$ cat src/core/flash_status_pkg.sv
// Package holding commands, field layout, reset values and types of the flash status logic.
package flash_status_pkg;
	localparam logic [7:0] CMD_WRITE_ENABLE = 8'h06;
	localparam logic [7:0] CMD_VOL_ENABLE   = 8'h50;
	localparam logic [7:0] CMD_WRITE_STATUS = 8'h01;
	localparam logic [7:0] CMD_WRITE_OFF    = 8'h04;
	localparam logic [7:0] CMD_READ_ONE     = 8'h05;
	localparam logic [7:0] CMD_READ_TWO     = 8'h35;
	localparam logic [7:0] CMD_READ_THREE   = 8'h33;
	localparam logic [7:0] CMD_PAUSE        = 8'h75;
	localparam logic [7:0] CMD_RESUME       = 8'h7A;
	localparam logic [7:0] CMD_SOFT_RESET   = 8'h99;
	// Bit positions inside the status bytes.
	localparam int PM_LOWER_BIT = 7;
	localparam int PM_UPPER_BIT = 0;
	localparam int FOUR_LANE_BIT = 1;
	localparam int LOCK0_BIT = 2;
	localparam int PAUSED_BIT = 7;
	// Writable fields of the first two bytes and the one-time lock field.
	localparam logic [7:0] ONE_WR_MASK  = 8'hFC;
	localparam logic [7:0] TWO_WR_MASK  = 8'h43;
	localparam logic [7:0] LOCK_MASK    = 8'h3C;
	localparam logic [7:0] ONE_RESET    = 8'h00;
	localparam logic [7:0] TWO_RESET    = 8'h04;
	localparam logic [7:0] THREE_RESET  = 8'h00;
	// Legacy dummy figures when the read wait count is zero, and the mode figures used at every count.
	localparam logic [3:0] LEGACY_DUMMY    = 4'h8;
	localparam logic [3:0] DUAL_IO_MODE    = 4'h4;
	localparam logic [3:0] QUAD_IO_MODE    = 4'h2;
	localparam logic [3:0] QUAD_IO_DUMMY   = 4'h4;

	typedef enum logic [2:0] {RK_PLAIN, RK_FAST, RK_DUAL_OUT, RK_DUAL_IO, RK_QUAD_OUT, RK_QUAD_IO} read_kind_type;
	typedef enum logic [1:0] {ST_CMD, ST_DATA} link_state_type;

	typedef struct packed {
		logic [3:0] mode;
		logic [3:0] dummy;
	} wait_type;

	typedef struct packed {
		logic                 sck_s1;
		logic                 sck_s2;
		logic                 sck_d;
		logic                 cs_s1;
		logic                 cs_s2;
		logic                 cs_d;
		logic                 si_s1;
		logic                 si_s2;
		logic                 wp_s1;
		logic                 wp_s2;
		link_state_type       lstate;
		logic [6:0]           shift;
		logic [2:0]           bitcnt;
		logic [1:0]           nbytes;
		logic [7:0]           cmd;
		logic [2:0][7:0]      wbuf;
		logic                 reading;
		logic [7:0]           outsh;
		logic                 so;
		logic [7:0]           nv_one;
		logic [7:0]           nv_two;
		logic [7:0]           vol_one;
		logic [7:0]           vol_two;
		logic [7:0]           three;
		logic                 write_latch_flag;
		logic                 vwel;
		logic                 paused;
		wait_type             rw;
	} state_type;
endpackage

$ cat src/core/flash_status_protection_config.sv
// Status byte protection, suspend flag, lock bits, lane enable and read wait logic of a serial flash.
`timescale 1ns/1ps
module flash_status_protection_config (
	// Clock and reset
	input  wire logic                           sys_clk_i,
	input  wire logic                           rst_i,
	// Serial link pins
	input  wire logic                           sck_i,
	input  wire logic                           cs_n_i,
	input  wire logic                           si_i,
	input  wire logic                           protect_pin_i,
	output logic                                so_o,
	output logic                                so_oe_o,
	// Array side
	input  wire logic                           busy_i,
	input  wire logic                           pe_req_i,
	input  wire logic                           pe_region_protected_i,
	output logic                                pe_start_o,
	input  flash_status_pkg::read_kind_type     read_kind_i,
	output flash_status_pkg::wait_type          read_wait_o,
	// Configuration state
	output logic                                four_lane_enable_o,
	output logic                                control_pins_active_o,
	output logic [3:0]                          otp_lock_bits_o,
	output logic                                paused_operation_flag_o,
	output logic                                write_latch_flag_o
);
	flash_status_pkg::state_type st;
	flash_status_pkg::state_type next_st;
	logic       sck_rise;
	logic       sck_fall;
	logic       cs_rise;
	logic       wp_eff;
	logic       write_done;
	logic [7:0] byte_in;
	logic [7:0] rd_cmd;
	logic [7:0] one_view;
	logic [7:0] two_view;

	function automatic logic [7:0] merge(input logic [7:0] old, input logic [7:0] val, input logic [7:0] mask);
		merge = (old & ~mask) | (val & mask);
	endfunction

	function automatic logic write_allowed(input logic upper, input logic lower, input logic pin);
		write_allowed = ({upper, lower} == 2'b00) || (({upper, lower} == 2'b01) && pin);
	endfunction

	// Mode cycles are not latency cycles, so a nonzero count leaves them in place.
	function automatic flash_status_pkg::wait_type wait_for(input flash_status_pkg::read_kind_type kind,
			input logic [3:0] count);
		flash_status_pkg::wait_type w;
		w.mode = 4'h0;
		w.dummy = (count != 4'h0) ? count : flash_status_pkg::LEGACY_DUMMY;
		case (kind)
			flash_status_pkg::RK_PLAIN: begin
				w.dummy = 4'h0;
			end
			flash_status_pkg::RK_DUAL_IO: begin
				w.mode = flash_status_pkg::DUAL_IO_MODE;
				if (count == 4'h0) begin
					w.dummy = 4'h0;
				end
			end
			flash_status_pkg::RK_QUAD_IO: begin
				w.mode = flash_status_pkg::QUAD_IO_MODE;
				if (count == 4'h0) begin
					w.dummy = flash_status_pkg::QUAD_IO_DUMMY;
				end
			end
			default: begin
			end
		endcase
		return w;
	endfunction

	assign sck_rise = st.sck_s2 && !st.sck_d;
	assign sck_fall = !st.sck_s2 && st.sck_d;
	assign cs_rise = st.cs_s2 && !st.cs_d;
	// While lanes are enabled the protect pin is data, so its protect role is void.
	assign wp_eff = st.vol_two[flash_status_pkg::FOUR_LANE_BIT] ? 1'b1 : st.wp_s2;
	assign write_done = cs_rise && (st.lstate == flash_status_pkg::ST_DATA) && (st.bitcnt == 3'h0)
		&& (st.cmd == flash_status_pkg::CMD_WRITE_STATUS);
	assign byte_in = {st.shift, st.si_s2};
	assign rd_cmd = (st.lstate == flash_status_pkg::ST_CMD) ? byte_in : st.cmd;
	assign one_view = {st.vol_one[7:2], st.write_latch_flag || st.vwel, busy_i};
	assign two_view = {st.paused, st.vol_two[6], st.nv_two[5:2], st.vol_two[1:0]};

	always_comb begin
		next_st = st;
		next_st.sck_s1 = sck_i;
		next_st.sck_s2 = st.sck_s1;
		next_st.sck_d = st.sck_s2;
		next_st.cs_s1 = cs_n_i;
		next_st.cs_s2 = st.cs_s1;
		next_st.cs_d = st.cs_s2;
		next_st.si_s1 = si_i;
		next_st.si_s2 = st.si_s1;
		next_st.wp_s1 = protect_pin_i;
		next_st.wp_s2 = st.wp_s1;
		next_st.rw = wait_for(read_kind_i, st.three[3:0]);
		if (st.cs_s2) begin
			next_st.lstate = flash_status_pkg::ST_CMD;
			next_st.bitcnt = 3'h0;
			next_st.nbytes = 2'h0;
			next_st.reading = 1'b0;
		end else if (sck_rise) begin
			next_st.shift = byte_in[6:0];
			next_st.bitcnt = st.bitcnt + 3'h1;
			if (st.bitcnt == 3'h7) begin
				case (rd_cmd)
					flash_status_pkg::CMD_READ_ONE: next_st.outsh = one_view;
					flash_status_pkg::CMD_READ_TWO: next_st.outsh = two_view;
					flash_status_pkg::CMD_READ_THREE: next_st.outsh = st.three;
					default: next_st.outsh = 8'h00;
				endcase
				if (st.lstate == flash_status_pkg::ST_CMD) begin
					next_st.cmd = byte_in;
					next_st.lstate = flash_status_pkg::ST_DATA;
					next_st.reading = (byte_in == flash_status_pkg::CMD_READ_ONE)
						|| (byte_in == flash_status_pkg::CMD_READ_TWO)
						|| (byte_in == flash_status_pkg::CMD_READ_THREE);
				end else if (st.nbytes != 2'h3) begin
					next_st.wbuf[st.nbytes] = byte_in;
					next_st.nbytes = st.nbytes + 2'h1;
				end
			end
		end else if (sck_fall && st.reading) begin
			// Rotating keeps re-sending the byte, refreshed at every byte boundary.
			next_st.so = st.outsh[7];
			next_st.outsh = {st.outsh[6:0], st.outsh[7]};
		end
		// Commands act only when chip select rises on a whole byte.
		if (cs_rise && (st.lstate == flash_status_pkg::ST_DATA) && (st.bitcnt == 3'h0)) begin
			case (st.cmd)
				flash_status_pkg::CMD_WRITE_ENABLE: begin
					if (st.nbytes == 2'h0) next_st.write_latch_flag = 1'b1;
				end
				flash_status_pkg::CMD_VOL_ENABLE: begin
					if (st.nbytes == 2'h0) next_st.vwel = 1'b1;
				end
				flash_status_pkg::CMD_WRITE_OFF: begin
					next_st.write_latch_flag = 1'b0;
					next_st.vwel = 1'b0;
				end
				flash_status_pkg::CMD_PAUSE: begin
					next_st.paused = 1'b1;
				end
				flash_status_pkg::CMD_RESUME: begin
					next_st.paused = 1'b0;
				end
				flash_status_pkg::CMD_SOFT_RESET: begin
					next_st.write_latch_flag = 1'b0;
					next_st.vwel = 1'b0;
					if (st.vol_two[flash_status_pkg::PM_UPPER_BIT] && !st.vol_one[flash_status_pkg::PM_LOWER_BIT]) begin
						next_st.vol_two[flash_status_pkg::PM_UPPER_BIT] = 1'b0;
						next_st.nv_two[flash_status_pkg::PM_UPPER_BIT] = 1'b0;
						next_st.nv_one[flash_status_pkg::PM_LOWER_BIT] = 1'b0;
					end
				end
				flash_status_pkg::CMD_WRITE_STATUS: begin
					if (st.nbytes != 2'h0 && (st.write_latch_flag || st.vwel)) begin
						if (write_allowed(st.vol_two[flash_status_pkg::PM_UPPER_BIT],
								st.vol_one[flash_status_pkg::PM_LOWER_BIT], wp_eff)) begin
							next_st.vol_one = merge(st.vol_one, st.wbuf[0], flash_status_pkg::ONE_WR_MASK);
							if (st.write_latch_flag) begin
								next_st.nv_one = merge(st.nv_one, st.wbuf[0], flash_status_pkg::ONE_WR_MASK);
							end
							if (st.nbytes >= 2'h2) begin
								next_st.vol_two = merge(st.vol_two, st.wbuf[1], flash_status_pkg::TWO_WR_MASK);
								if (st.write_latch_flag) begin
									next_st.nv_two = merge(st.nv_two, st.wbuf[1], flash_status_pkg::TWO_WR_MASK);
									next_st.nv_two = next_st.nv_two | (st.wbuf[1] & flash_status_pkg::LOCK_MASK);
								end
							end
						end
						if (st.nbytes == 2'h3 && st.vwel) begin
							next_st.three = st.wbuf[2];
						end
					end
					next_st.write_latch_flag = 1'b0;
					next_st.vwel = 1'b0;
				end
				default: begin
				end
			endcase
		end
	end

	always_ff @(posedge sys_clk_i or posedge rst_i) begin
		if (rst_i) begin
			st <= '0;
			st.sck_s1 <= 1'b0;
			st.cs_s1 <= 1'b1;
			st.cs_s2 <= 1'b1;
			st.cs_d <= 1'b1;
			st.wp_s1 <= 1'b1;
			st.wp_s2 <= 1'b1;
			st.lstate <= flash_status_pkg::ST_CMD;
			// This reset stands for a power cycle, so a lock-down pair comes back as 00.
			// Stored bits are not kept across it either, a limitation of this model.
			st.nv_one <= flash_status_pkg::ONE_RESET;
			st.nv_two <= flash_status_pkg::TWO_RESET;
			st.vol_one <= flash_status_pkg::ONE_RESET;
			st.vol_two <= flash_status_pkg::TWO_RESET;
			st.three <= flash_status_pkg::THREE_RESET;
			st.rw <= '0;
		end else begin
			st <= next_st;
		end
	end

	assign so_o = st.so;
	assign so_oe_o = st.reading && !st.cs_s2;
	assign pe_start_o = pe_req_i && !pe_region_protected_i;
	assign read_wait_o = st.rw;
	assign four_lane_enable_o = st.vol_two[flash_status_pkg::FOUR_LANE_BIT];
	assign control_pins_active_o = !st.vol_two[flash_status_pkg::FOUR_LANE_BIT];
	assign otp_lock_bits_o = st.nv_two[5:2];
	assign paused_operation_flag_o = st.paused;
	assign write_latch_flag_o = st.write_latch_flag || st.vwel;
endmodule

$ cat config.mk
export PLATFORM = sky130hd
export DESIGN_NAME = flash_status_protection_config
export DESIGN_NICKNAME = d
export VERILOG_FILES = /design/src/core/flash_status_pkg.sv /design/src/core/flash_status_protection_config.sv
export SDC_FILE = /design/constraint.sdc
export NUM_CORES = 1
export LEC_CHECK = 0
export ABC_AREA = 1
export BUFFER_PORTS_ARGS = -buffer_cell sky130_fd_sc_hd__buf_2
export CAP_MARGIN = 40
export CORE_MARGIN = 10
export CORE_UTILIZATION = 65
export DETAILED_ROUTE_END_ITERATION = 16
export PLACE_DENSITY = 0.85
export SETUP_SLACK_MARGIN = 0.4
export SLEW_MARGIN = 15
export SYNTH_ARGS = -nofsm -noshare
export SYNTH_HDL_FRONTEND = slang
export SYNTH_SLANG_ARGS = --single-unit
$ cat constraint.sdc
create_clock -name sys_clk_i -period 5.13 [get_ports sys_clk_i]
set_input_delay 1.2825 -clock sys_clk_i [delete_from_list [all_inputs] [get_ports sys_clk_i]]
set_output_delay 1.2825 -clock sys_clk_i [all_outputs]
set_load 0.005 [all_outputs]
==> results.md <==
- WL final: 9.437 mm
- Initial antenna violation count: 0
- Routed WL per cell: 15.65 um
- Max H-tree Level: 3
- Most frequent cell after synthesis: nand2_1
- Final Core Density: 71.24%
- Die Y-Extent: 103.2 um
- Leakage: 2.401 nW
- Post-DR vias/cell: 5.720
- Critical-path maximum fanout: 1
- Worst EP required: 3.85 ns
- Post-CTS setup buffers: 0
- Largest net degree at the start of global routing: 42
- Slew margin rel.: 58.34%
- Via count: 3,449
- Layout cells sized above 1: 21.22%
- Synthesized instance count: 498
- Final period utilization: 55.58%
- Tot Pwr: 1.436 mW
- Setup_tns: 0 ns
- NumNets Final: 537
- Hold slack: 0.3549 ns
- Final GP Congestion: 0.9700
- Clock Power Share: 35.6%
- Clock Root Buffer: clkbuf_8
- Fmax: 350.7 MHz
- Placed Instances: 587
- Top cells by area, synth: dfrtp_1 48%, nand2_1 8.8%, nand3_1 5.1%, inv_1 4.5%, dfstp_2 3.5%
- Sequential power share: 53.0%
- Slowest stage cell, crit path: buf_2
- Synth Warn #: 0
- Unique masters post-synth: 38
- Hold crit path type: reg -> reg
- Final Hold Vio Count: 0
- Fin Clk Skew: 0.01134 ns
- Num rows: 30
- Die area: 10,660 um^2
- Crit path arrival time: 1.57 ns
- # clock sinks: 92
- Post-CTS Resized: 0
- Power Internal: 1.022 mW
- Sw Share: 28.86%
- DRT Pass-1 Iters: 5
- Clock Latency Late Sink: 0.38 ns
- Port bufs: 28
- Core ar.: 6756 um^2
- Post-DP HPWL: 6.860 mm
- Critical-path cell list: buf_2 > nor2_1 > buf_2
- Post-synth top area share: 47.79%
- Primary FF master, synth: dfrtp_1
- Worst-Margin Slew: 0.6202 ns
- Synth Register Bits: 92
- Non-Filler Instances: 603
- CP Launch Type: input port
- Syn avg cell area: 9.042 um^2
- TritonCTS Buffers: 9
- Power Dens Cells: 298.3 nW/um^2
- Clock Pin Slew Worst Setup and Hold Paths: 0.09 ns
- Die W: 103.2 um
- Status: finished clean
- Critical path type: in -> out
- Seq/Total Area, Yosys: 51.29%
- Worst setup EP type: primary output
- RSZ-0062 raised after global routing: no
- TritonCTS clock tree: built
- Final ANT Viol Nets: 0
- Async SR Flop Fraction: 100.0%
- Total gr overflow: 0
- Yosys top cell by area: dfrtp_1
- Cell repeated most along the worst path: buf_2
- Max incr delay on CP: 0.11 ns
- Vias in the first global route: 3,276
- # Max-Cap Violations: 0
- Commonest cells post-synth: 105 x nand2_1, 86 x dfrtp_1, 54 x inv_1, 46 x nand3_1
- Syn Std Cell Area: 4503 um^2
- NetSw: 0.4143 mW
- Initial Util: 66.65%
- Final Max Slew Viols: 0
- Area grow syn2layout: 6.891%
- Ant diodes: 0
- DR DRC count: 0
- Comb power frac: 11.4%
- IO Pins: 31
- Worst-case clock buffer depth: 2
- DRT iter0 DRCs: 231
- Global-route wire length before repair: 16.04 mm
- Post-synth EDFFs: 0
- Final setup fails: 0
- Total track usage: 19.53%
- Crit path time final: 2.851 ns
- CTS Hold Bufs: 0
- VDD IR max: 0.2008 mV
[kinds of logic (layout without fill, tap and decap cells)]
family / count (synthesis) / in the layout / synth area share (%)
other cells: 1 / 2 / 0.08328
buf+inv: 83 / 107 / 8.835
mux: 9 / 9 / 2.918
fa+ha+maj: 7 / 7 / 1.945
flops: 92 / 92 / 51.29
simple gates: 220 / 220 / 24.15
compound gates: 86 / 86 / 10.78
[critical path: cells and delay by family]
kind,cells,cell delay [ns]
and+or+nand+nor,1,0.08
buffers and inverters,2,0.20
[cell usage in the layout, fill, tap and decap left out, types with 3 or more instances in the layout]
master	n
dfrtp_1	86
a21oi_1	21
nand2_2	11
nor2_4	3
a31o_2	4
nand2_1	105
nand2_4	5
nor2_1	25
nand3_1	46
o21ai_0	25
a21oi_2	3
mux2_4	8
nor3_1	5
nor2_2	4
clkbuf_8	9
buf_2	28
o21ai_2	6
nand4_1	5
o21ai_1	24
inv_1	53
ha_1	7
dfstp_2	6
inv_2	6
[power by group through the flow]
stage / logic (mW) / clock network, mW / registers (mW)
final: 0.163 / 0.512 / 0.761
after global placement: 0.158 / 0 / 0.773
after global routing: 0.185 / 0.554 / 0.763
after floorplan: 0.124 / 0 / 0.770
after CTS: 0.164 / 0.518 / 0.761
after detailed placement: 0.163 / 0 / 0.775
[layout make-up]
class	count	area, um^2
Sequential cell	92	2310
Multi-Input combinational cell	324	1799
Tap cell	80	100.1
Timing Repair Buffer	30	167.7
Clock buffer	9	123.9
Fill cell	508	1943
Clock inverter	7	82.58
Inverter	61	230.2
[worst paths after layout]
path                                             from                 end  slack [ns]  depth (start not counted)
worst max register to register                st[114]              st[71]        2.89                          8
worst max-delay path            pe_region_protected_i          pe_start_o        2.28                          3
min in group asynchronous                       rst_i              st[87]        0.81                          2
max in group asynchronous                       rst_i  otp_lock_bits_o[0]        3.28                          4
worst min register to register           next_st[109]          byte_in[0]        0.35                          0
worst min-delay path                     next_st[109]          byte_in[0]        0.35                          0
[layer usage]
metal  part of all wire [%]  vias up  global-route usage [%]
li1                       -     1649                       -
met1                     43     1647                   25.50
met2                     48      135                   31.16
met3                    7.1       18                   4.385
met4                    1.9        0                   7.273
met5                      0        -                       0
[stage by stage]
| stage | instance area (um^2) | setup WS, ns |
|---|---|---|
| after CTS | 4813 | 2.276 |
| after global placement | 4587 | 2.276 |
| after global routing | 4813 | 2.217 |
| final | 4813 | 2.279 |
| after detailed placement | 4607 | 2.276 |
| after floorplan | 4507 | 1.465 |
[flip-flops by register name (all words and copies together), names as in the netlist]
| signal | count |
|---|---|
| paused_operation_flag_o | 1 |
| read_wait_o | 6 |
| st | 59 |
| byte_in | 8 |
| one_view | 6 |
| otp_lock_bits_o | 4 |
| next_st | 6 |
| four_lane_enable_o | 1 |
| so_o | 1 |
Power figures use the tool's default switching activity.
